`src/dmac_pkg.sv`:
```
// Purpose: constants for the dual multiply-add cascade slice
// Assumes: pclk at 200 MHz, APB slave with 32-bit data
// Notes: Function list below gives the behaviour in short
//
// Function
// RL1 - chain-output block 0 forwards result on partial-sum out; 1 drives zeros
// RL2 - integrator wires partial-sum out to the next slice for blocking to matter
// RL3 - bypass 0 takes top y from cascade in; 1 takes top y port
// RL4 - bypass control honoured only when option and top y cascading are both on
// RL5 - accumulate 0 gives current result; 1 adds the previously held result
// RL6 - bias preload 1 adds the preload constant; 0 adds nothing
// RL7 - pair subtract 0 sums products; 1 gives bottom minus top product
// RL8 - chain subtract 1 subtracts product sum from chain input plus feedback
// RL9 - all six dynamic controls may change every cycle while running
// RL10 - 3-bit top index picks one of 8 stored top coefficients, 000 first
// RL11 - 3-bit bottom index picks bottom coefficient, 001 second entry
// RL12 - with coefficient store on, top x port is ignored, store supplies it
// RL13 - 19-bit cascade operand input comes from the preceding slice
// RL14 - 19-bit cascade operand output goes to the next slice
// RL15 - 64-bit partial-sum input fed from the preceding slice
// RL16 - 64-bit partial-sum output routed to the next slice
// RL17 - one clock, three active-high enables gate all registers
// RL18 - two active-high clears, async or sync by parameter, idle low
// RL19 - pre-adder sums top y and 18-bit top pre-add operand when enabled
// RL20 - multipliers take 18-bit x and 19-bit y; bottom from own ports
// RL21 - dynamic controls registered with operands, same enable and clear

package dmac_pkg;
  localparam int X_W    = 18;
  localparam int Y_W    = 19;
  localparam int Z_W    = 18;
  localparam int PA_W   = 20;
  localparam int PT_W   = 38;
  localparam int PS_W   = 39;
  localparam int R_W    = 64;
  localparam int EN_W   = 3;
  localparam int CLR_W  = 2;
  localparam int SEL_W  = 3;
  localparam int NCOEF  = 8;
  localparam int ADDR_W = 12;
  // enable and clear lanes
  localparam int EN_IN  = 0;
  localparam int EN_PIP = 1;
  localparam int EN_OUT = 2;
  localparam int CLR_IN = 0;
  localparam int CLR_OUT = 1;
  // register byte offsets
  localparam logic [ADDR_W-1:0] OFS_CONST_LO = 12'h000;
  localparam logic [ADDR_W-1:0] OFS_CONST_HI = 12'h004;
  localparam logic [ADDR_W-1:0] OFS_RES_LO   = 12'h008;
  localparam logic [ADDR_W-1:0] OFS_RES_HI   = 12'h00C;
  localparam logic [R_W-1:0]    CONST_RST    = 64'h0000_0000_0000_0000;
  localparam logic [31:0]       RDATA_NONE   = 32'h0000_0000;
endpackage : dmac_pkg

```
`src/dmac_slice.sv`:
```
// Purpose: dual 18x19 multiply-add slice with operand and sum cascades
// Assumes: all inputs synchronous to pclk; APB master keeps to protocol
// Notes: optional ports exist always and are ignored when disabled
//
// The APB register port and the register addresses are this design's own decisions.
`timescale 1ns/1ps
`default_nettype none

module dmac_slice #(
  parameter bit PREADD_EN = 1'b0,
  parameter bit COEF_EN   = 1'b0,
  parameter bit CASC_EN   = 1'b0,
  parameter bit BYPASS_EN = 1'b0,
  parameter bit CLR_ASYNC = 1'b0,
  parameter logic [dmac_pkg::X_W-1:0] COEF_A [dmac_pkg::NCOEF] =
    '{default: 18'h00000},
  parameter logic [dmac_pkg::X_W-1:0] COEF_B [dmac_pkg::NCOEF] =
    '{default: 18'h00000}
) (
  input  wire logic                        pclk,
  input  wire logic                        presetn,
  input  wire logic [dmac_pkg::EN_W-1:0]   ena,
  input  wire logic [dmac_pkg::CLR_W-1:0]  clr,
  input  wire logic [dmac_pkg::X_W-1:0]    top_x_operand,
  input  wire logic [dmac_pkg::Y_W-1:0]    top_y_operand,
  input  wire logic [dmac_pkg::Z_W-1:0]    top_preadd_operand,
  input  wire logic [dmac_pkg::X_W-1:0]    bottom_x_operand,
  input  wire logic [dmac_pkg::Y_W-1:0]    bottom_y_operand,
  input  wire logic [dmac_pkg::SEL_W-1:0]  top_coef_sel,
  input  wire logic [dmac_pkg::SEL_W-1:0]  bottom_coef_sel,
  input  wire logic                        chain_block,
  input  wire logic                        casc_bypass,
  input  wire logic                        accumulate,
  input  wire logic                        bias_preload,
  input  wire logic                        pair_sub,
  input  wire logic                        chain_sub,
  input  wire logic [dmac_pkg::Y_W-1:0]    casc_in,
  output logic      [dmac_pkg::Y_W-1:0]    casc_out,
  input  wire logic [dmac_pkg::R_W-1:0]    psum_in,
  output logic      [dmac_pkg::R_W-1:0]    psum_out,
  output logic      [dmac_pkg::R_W-1:0]    result,
  input  wire logic                        psel,
  input  wire logic                        penable,
  input  wire logic                        pwrite,
  input  wire logic [dmac_pkg::ADDR_W-1:0] paddr,
  input  wire logic [31:0]                 pwdata,
  input  wire logic [3:0]                  pstrb,
  output logic      [31:0]                 prdata,
  output logic                             pready,
  output logic                             pslverr
);

  // clears folded into the async reset only when configured so
  logic arst_in_n;
  logic arst_out_n;
  logic sclr_in;
  logic sclr_out;
  assign arst_in_n  = presetn & ~(CLR_ASYNC & clr[dmac_pkg::CLR_IN]);  // [RL18]
  assign arst_out_n = presetn & ~(CLR_ASYNC & clr[dmac_pkg::CLR_OUT]); // [RL18]
  assign sclr_in    = ~CLR_ASYNC & clr[dmac_pkg::CLR_IN];              // [RL18]
  assign sclr_out   = ~CLR_ASYNC & clr[dmac_pkg::CLR_OUT];             // [RL18]

  // input stage
  logic [dmac_pkg::X_W-1:0] tx_reg;
  logic [dmac_pkg::Y_W-1:0] ty_reg;
  logic [dmac_pkg::Z_W-1:0] tz_reg;
  logic [dmac_pkg::X_W-1:0] bx_reg;
  logic [dmac_pkg::Y_W-1:0] by_reg;
  // controls travel with their operands; bypass acts ahead of the input flops, pair subtract stops at the first stage
  logic                     blk1_reg;
  logic                     acc1_reg;
  logic                     bias1_reg;
  logic                     psub1_reg;
  logic                     csub1_reg;
  logic [dmac_pkg::X_W-1:0] tx_next;
  logic [dmac_pkg::Y_W-1:0] ty_next;
  logic [dmac_pkg::X_W-1:0] bx_next;
  logic                     use_casc;

  // bypass is only meaningful with cascading and its option both on
  assign use_casc = CASC_EN & ~(BYPASS_EN & casc_bypass);        // [RL3] [RL4]
  assign ty_next  = use_casc ? casc_in : top_y_operand;          // [RL3] [RL13]
  assign tx_next  = COEF_EN ? COEF_A[top_coef_sel]
                            : top_x_operand;                     // [RL10] [RL12]
  assign bx_next  = COEF_EN ? COEF_B[bottom_coef_sel]
                            : bottom_x_operand;                  // [RL11] [RL20]

  always_ff @(posedge pclk or negedge arst_in_n)
  begin
    if (!arst_in_n)
      tx_reg <= '0;
    else if (sclr_in)
      tx_reg <= '0;
    else if (ena[dmac_pkg::EN_IN])                               // [RL17]
      tx_reg <= tx_next;
  end

  always_ff @(posedge pclk or negedge arst_in_n)
  begin
    if (!arst_in_n)
      ty_reg <= '0;
    else if (sclr_in)
      ty_reg <= '0;
    else if (ena[dmac_pkg::EN_IN])                               // [RL17]
      ty_reg <= ty_next;
  end

  always_ff @(posedge pclk or negedge arst_in_n)
  begin
    if (!arst_in_n)
      tz_reg <= '0;
    else if (sclr_in)
      tz_reg <= '0;
    else if (ena[dmac_pkg::EN_IN])                               // [RL17]
      tz_reg <= top_preadd_operand;                              // [RL19]
  end

  always_ff @(posedge pclk or negedge arst_in_n)
  begin
    if (!arst_in_n)
      bx_reg <= '0;
    else if (sclr_in)
      bx_reg <= '0;
    else if (ena[dmac_pkg::EN_IN])                               // [RL17]
      bx_reg <= bx_next;
  end

  always_ff @(posedge pclk or negedge arst_in_n)
  begin
    if (!arst_in_n)
      by_reg <= '0;
    else if (sclr_in)
      by_reg <= '0;
    else if (ena[dmac_pkg::EN_IN])                               // [RL17]
      by_reg <= bottom_y_operand;                                // [RL20]
  end

  // controls sampled with their operands, free to change each cycle;
  // a control changed mid-stream only affects the operands beside it
  always_ff @(posedge pclk or negedge arst_in_n)
  begin
    if (!arst_in_n)
      blk1_reg <= 1'b0;
    else if (sclr_in)
      blk1_reg <= 1'b0;
    else if (ena[dmac_pkg::EN_IN])
      blk1_reg <= chain_block;                                   // [RL9] [RL21]
  end

  always_ff @(posedge pclk or negedge arst_in_n)
  begin
    if (!arst_in_n)
      acc1_reg <= 1'b0;
    else if (sclr_in)
      acc1_reg <= 1'b0;
    else if (ena[dmac_pkg::EN_IN])
      acc1_reg <= accumulate;                                    // [RL9] [RL21]
  end

  always_ff @(posedge pclk or negedge arst_in_n)
  begin
    if (!arst_in_n)
      bias1_reg <= 1'b0;
    else if (sclr_in)
      bias1_reg <= 1'b0;
    else if (ena[dmac_pkg::EN_IN])
      bias1_reg <= bias_preload;                                 // [RL9] [RL21]
  end

  always_ff @(posedge pclk or negedge arst_in_n)
  begin
    if (!arst_in_n)
      psub1_reg <= 1'b0;
    else if (sclr_in)
      psub1_reg <= 1'b0;
    else if (ena[dmac_pkg::EN_IN])
      psub1_reg <= pair_sub;                                     // [RL9] [RL21]
  end

  always_ff @(posedge pclk or negedge arst_in_n)
  begin
    if (!arst_in_n)
      csub1_reg <= 1'b0;
    else if (sclr_in)
      csub1_reg <= 1'b0;
    else if (ena[dmac_pkg::EN_IN])
      csub1_reg <= chain_sub;                                    // [RL9] [RL21]
  end

  // cascade operand follows the registered top y
  always_ff @(posedge pclk or negedge arst_in_n)
  begin
    if (!arst_in_n)
      casc_out <= '0;
    else if (sclr_in)
      casc_out <= '0;
    else if (ena[dmac_pkg::EN_IN])
      casc_out <= ty_next;                                       // [RL14]
  end

  // pre-adder and multipliers
  logic signed [dmac_pkg::PA_W-1:0] ty_eff;
  logic signed [dmac_pkg::PT_W-1:0] prod_top;
  logic signed [dmac_pkg::PT_W-1:0] prod_bot;
  logic signed [dmac_pkg::PS_W-1:0] pair_sum;

  assign ty_eff = PREADD_EN
    ? dmac_pkg::PA_W'($signed(ty_reg) + $signed(tz_reg))         // [RL19]
    : dmac_pkg::PA_W'($signed(ty_reg));
  assign prod_top = dmac_pkg::PT_W'($signed(tx_reg) * ty_eff);   // [RL20]
  assign prod_bot = dmac_pkg::PT_W'($signed(bx_reg) * $signed(by_reg));
  assign pair_sum = psub1_reg
    ? dmac_pkg::PS_W'(prod_bot - prod_top)                       // [RL7]
    : dmac_pkg::PS_W'(prod_bot + prod_top);                      // [RL7]

  // pipeline stage
  logic [dmac_pkg::PS_W-1:0] sum_reg;
  logic                      blk2_reg;
  logic                      acc2_reg;
  logic                      bias2_reg;
  logic                      csub2_reg;

  always_ff @(posedge pclk or negedge arst_in_n)
  begin
    if (!arst_in_n)
      sum_reg <= '0;
    else if (sclr_in)
      sum_reg <= '0;
    else if (ena[dmac_pkg::EN_PIP])                              // [RL17]
      sum_reg <= pair_sum;
  end

  // pair subtract is spent at this stage, the other controls move on
  always_ff @(posedge pclk or negedge arst_in_n)
  begin
    if (!arst_in_n)
      blk2_reg <= 1'b0;
    else if (sclr_in)
      blk2_reg <= 1'b0;
    else if (ena[dmac_pkg::EN_PIP])
      blk2_reg <= blk1_reg;                                      // [RL21]
  end

  always_ff @(posedge pclk or negedge arst_in_n)
  begin
    if (!arst_in_n)
      acc2_reg <= 1'b0;
    else if (sclr_in)
      acc2_reg <= 1'b0;
    else if (ena[dmac_pkg::EN_PIP])
      acc2_reg <= acc1_reg;                                      // [RL21]
  end

  always_ff @(posedge pclk or negedge arst_in_n)
  begin
    if (!arst_in_n)
      bias2_reg <= 1'b0;
    else if (sclr_in)
      bias2_reg <= 1'b0;
    else if (ena[dmac_pkg::EN_PIP])
      bias2_reg <= bias1_reg;                                    // [RL21]
  end

  always_ff @(posedge pclk or negedge arst_in_n)
  begin
    if (!arst_in_n)
      csub2_reg <= 1'b0;
    else if (sclr_in)
      csub2_reg <= 1'b0;
    else if (ena[dmac_pkg::EN_PIP])
      csub2_reg <= csub1_reg;                                    // [RL21]
  end

  // chain adder with accumulator feedback and preload
  logic [dmac_pkg::R_W-1:0] const_reg;
  logic [dmac_pkg::R_W-1:0] sum_ext;
  logic [dmac_pkg::R_W-1:0] feed;
  logic [dmac_pkg::R_W-1:0] base;
  logic [dmac_pkg::R_W-1:0] res_next;

  assign sum_ext = dmac_pkg::R_W'($signed(sum_reg));
  assign feed    = acc2_reg ? result : '0;                       // [RL5]
  assign base    = psum_in + feed
                 + (bias2_reg ? const_reg : '0);                 // [RL6] [RL15]
  assign res_next = csub2_reg ? base - sum_ext                   // [RL8]
                              : base + sum_ext;                  // [RL8]

  always_ff @(posedge pclk or negedge arst_out_n)
  begin
    if (!arst_out_n)
      result <= '0;
    else if (sclr_out)
      result <= '0;
    else if (ena[dmac_pkg::EN_OUT])                              // [RL17]
      result <= res_next;
  end

  // blocking only zeroes the cascade, the local result still forms
  always_ff @(posedge pclk or negedge arst_out_n)
  begin
    if (!arst_out_n)
      psum_out <= '0;
    else if (sclr_out)
      psum_out <= '0;
    else if (ena[dmac_pkg::EN_OUT])                              // [RL17]
      psum_out <= blk2_reg ? '0 : res_next;                      // [RL1] [RL16]
  end

  // APB slave: one wait state, answer flagged by pready
  logic apb_acc;
  logic apb_done;
  logic hit;
  logic [31:0] rd_next;

  assign apb_acc  = psel & penable & ~pready;
  assign apb_done = psel & penable & pready;

  always_comb
  begin
    hit     = 1'b1;
    rd_next = dmac_pkg::RDATA_NONE;
    case (paddr)
      dmac_pkg::OFS_CONST_LO: rd_next = const_reg[31:0];
      dmac_pkg::OFS_CONST_HI: rd_next = const_reg[63:32];
      dmac_pkg::OFS_RES_LO:   rd_next = result[31:0];
      dmac_pkg::OFS_RES_HI:   rd_next = result[63:32];
      default:                hit     = 1'b0;
    endcase
  end

  always_ff @(posedge pclk or negedge presetn)
  begin
    if (!presetn)
    begin
      pready  <= 1'b0;
      pslverr <= 1'b0;
      prdata  <= dmac_pkg::RDATA_NONE;
    end
    else
    begin
      pready  <= apb_acc;
      // result words are read-only, writing them is an error
      pslverr <= apb_acc & (~hit | (pwrite &
                 (paddr == dmac_pkg::OFS_RES_LO ||
                  paddr == dmac_pkg::OFS_RES_HI)));
      prdata  <= (apb_acc & ~pwrite) ? rd_next : dmac_pkg::RDATA_NONE;
    end
  end

  always_ff @(posedge pclk or negedge presetn)
  begin
    if (!presetn)
      const_reg <= dmac_pkg::CONST_RST;
    else if (apb_done & pwrite)
    begin
      for (int b = 0; b < 4; b++)
      begin
        if (pstrb[b] && paddr == dmac_pkg::OFS_CONST_LO)
          const_reg[8*b +: 8] <= pwdata[8*b +: 8];
        if (pstrb[b] && paddr == dmac_pkg::OFS_CONST_HI)
          const_reg[32+8*b +: 8] <= pwdata[8*b +: 8];
      end
    end
  end

endmodule : dmac_slice

`default_nettype wire

```
`config.mk`:
```
export PLATFORM = sky130hd
export DESIGN_NAME = dmac_slice
export DESIGN_NICKNAME = d
export VERILOG_FILES = /design/src/dmac_pkg.sv /design/src/dmac_slice.sv
export SDC_FILE = /design/constraint.sdc
export NUM_CORES = 2
export LEC_CHECK = 0
export BUFFER_PORTS_ARGS = -buffer_cell sky130_fd_sc_hd__buf_2
export CORE_MARGIN = 2
export CORE_UTILIZATION = 50
export DETAILED_ROUTE_END_ITERATION = 10
export PLACE_DENSITY_LB_ADDON = 0.15
export SYNTH_ARGS = -nofsm -noshare
export SYNTH_HDL_FRONTEND = slang
export SYNTH_SLANG_ARGS = --single-unit
```
`constraint.sdc`:
```
create_clock -name pclk -period 9.5 [get_ports pclk]
set_input_delay 1.9 -clock pclk [delete_from_list [all_inputs] [get_ports pclk]]
set_output_delay 1.9 -clock pclk [all_outputs]
set_load 0.005 [all_outputs]
```
==> qor.txt <==
iteration count of the initial detailed-routing pass - 6
Top Ports - 426
Primary FF master, synth - dfrtp_1
Synth Area per Inst - 9.14 sq um
CP endpoint kind - register
Hold Crit Class - reg -> reg
post-route insts no fill - 7336
Max-cap violations - 0
Routed Antenna Nets - 0
VDD IR max - 0.000160 V
Sink Count - 347
fin crit period - 9.20 ns
slowest CP cell - fa_1
share of cells above drive strength 1 - 13.6%
fill cell count - 9450
Syn Nets - 6978
Slew Limit Fails - 0
full die area - 0.105 sq mm
CTS Buf Count - 44
drt drc - 0
maximum root-to-sink buffer count - 3
largest net degree at the start of global routing - 110
final worst-path cycle share - 96.8%
simple-gate portion of the synthesized area - 15.7%
most common cell after layout, fill and taps aside - inv_1
Pwr Total - 10.6 mW
Routability Congestion - 0.974
synth unique cells - 92
Gate Count Post-Synth - 5623
Post-Route WL - 156000 um
mux contribution to synthesized area - 4.04%
Post-CTS Hold Fix Bufs - 0
Overflow after GRT - 0
initial core utilization - 50.4%
synthesized area - 0.0514 sq mm
final setup fails - 0
Most common cell on crit path - fa_1
vias in the first global route - 42000
highest clock rate - 109 MHz
DP HPWL - 128000 um
pwr dens - 185 mW/mm^2
Lkg Pwr - 28.6 nW
Buffers on Ports - 381
Worst Tran Pin Value - 1.14 ns
Worst slew margin - 24.1%
total global-route track usage - 29.7%
adder-cell share of the synthesized area - 38.1%
Via-to-Cell Ratio - 5.60
Clk Latency, worst-skew pair - 0.63 ns
post-synthesis compound-gate area fraction - 12.1%
sequential cell area fraction in the yosys report - 16.9%
Post-layout nets - 7287
Final Skew - 0.0430 ns
via count - 41100
CP Launch Type - register
Die Ht - 325 um
most frequent cells in the layout - inv_1 (780), fa_1 (753), nand2_1 (561), and2_1 (422), buf_2 (378)
maximum level of the CTS H-tree - 2
Post-Place Cells - 7222
first-pass GRT wire length - 244000 um
TritonCTS clock tree - built
outcome - finished clean
core area - 0.102 sq mm
EDFF count, synth - 0
clk root buf - clkbuf_16
initial antenna violation count - 4
Crit Path Category - reg -> reg
Synth warnings - 0
Hold Fails Final Rpt - 0
CTS clk-pin slew, worst paths - 0.07 ns
row count - 117
Worst R2R Path Depth - 37
area grow syn2layout - 11.0%
initial DRC count - 2499
Crit path arrival time - 9.72 ns
Die W - 325 um
delay of the slowest critical-path stage - 0.55 ns
#FFs+latches synth - 347
Max FO, Critical Path - 4
main combinational cell family by area after synthesis - adder cells
xor/xnor share of the synthesized area - 5.13%
worst path required time - 10.03 ns
average wire per standard cell - 21.3 um
Async SR Flop Fraction - 100%
Hold Path Stages - 2
## cell type report
type | count | area (sq um) | share of cell area [%]
diodes | 3 | 7.51 | 0.0132
clock buffers | 62 | 1220 | 2.14
clock inverters | 17 | 273 | 0.478
inverters | 781 | 2930 | 5.14
multi-input cells | 4192 | 38800 | 68.1
flip-flops and latches | 347 | 8720 | 15.3
well taps | 1368 | 1710 | 3.00
repair buffers | 566 | 3350 | 5.87
## logic make-up after synthesis
group	after synthesis
xor gates and xnor gates	300
AOI/OAI and AO/OA	941
and+or+nand+nor	1642
DFF	347
buffers and inverters	1084
muxes	199
adders and majority gates	1110
## per-stage QoR
stage               setup slack [ns]  hold slack [ns]  cell area [sq um]  util [%]  setup TNS, ns
CTS                         0.000690            0.480              56500      55.4              0
detailed placement           -0.0205            0.466              55000      54.0        -0.0205
global placement              0.0410            0.456              55000      54.0              0
global route                 -0.0480            0.497              57000      56.0        -0.0480
floorplan                      0.267            0.473              51400         -              0
finish                         0.303            0.475              57000      56.0              0
## Yosys cell counts, types with 50 or more instances
cell type | count | area share (%)
a21o_1 | 132 | 1.9
a21oi_1 | 290 | 2.8
a22o_1 | 59 | 1.0
a22oi_1 | 66 | 0.96
and2_1 | 422 | 5.1
clkbuf_1 | 280 | 2.0
dfrtp_1 | 347 | 17
fa_1 | 756 | 29
ha_1 | 354 | 8.6
inv_1 | 780 | 5.7
mux2_2 | 66 | 1.4
mux2i_1 | 133 | 2.6
nand2_1 | 563 | 4.1
nand2b_1 | 56 | 0.68
nor2_1 | 320 | 2.3
nor3_1 | 50 | 0.49
o21ai_0 | 130 | 1.3
xnor2_1 | 223 | 3.8
xor2_1 | 76 | 1.3
## routing by layer
metal,track usage (%),part of all wire [%],wire (um),vias to the layer above
met5,0,0.010,16,-
met4,12.8,5.2,8040,2
met3,3.38,5.0,7800,281
met2,51.1,49,76300,1243
met1,38.0,41,63800,20800
li1,-,-,-,18700
## path summary, 6_finish.rpt
path / from / to / slack (ns)
min in group asynchronous: presetn / result[61] / 1.29
worst max register to register: tx_reg[1] / sum_reg[37] / 0.30
worst min register to register: psum_out[23] / psum_out[23] / 0.48
worst min-delay path: psum_out[23] / psum_out[23] / 0.48
max in group asynchronous: presetn / tx_reg[9] / 6.62
worst max-delay path: tx_reg[1] / sum_reg[37] / 0.30
## what timing repair did
| action | CTS | global route |
|---|---|---|
| pin swaps | 0 | 43 |
| endpoints found under the hold margin | 0 | 0 |
| resized for setup | 2 | 74 |
| endpoints found under the setup margin | 1 | 7 |
| setup buffers | 0 | 32 |
## where the power goes
group          internal [mW]  switching [mW]  total [mW]
registers               1.74           0.450        2.19
clock network           1.04           0.763        1.80
logic                   2.73            3.84        6.57
## worst max-delay path, delay by kind of cell, from the launching register on
family                   cells  cell delay [ns]
AND/OR/NAND/NOR             10             2.37
XOR/XNOR                     3             0.57
AO/OA/AOI/OAI                9             1.81
adder cells (fa/ha/maj)      8             3.23
flip-flops                   1             0.43
buffers and inverters        7             0.69
Power figures use the tool's default switching activity.
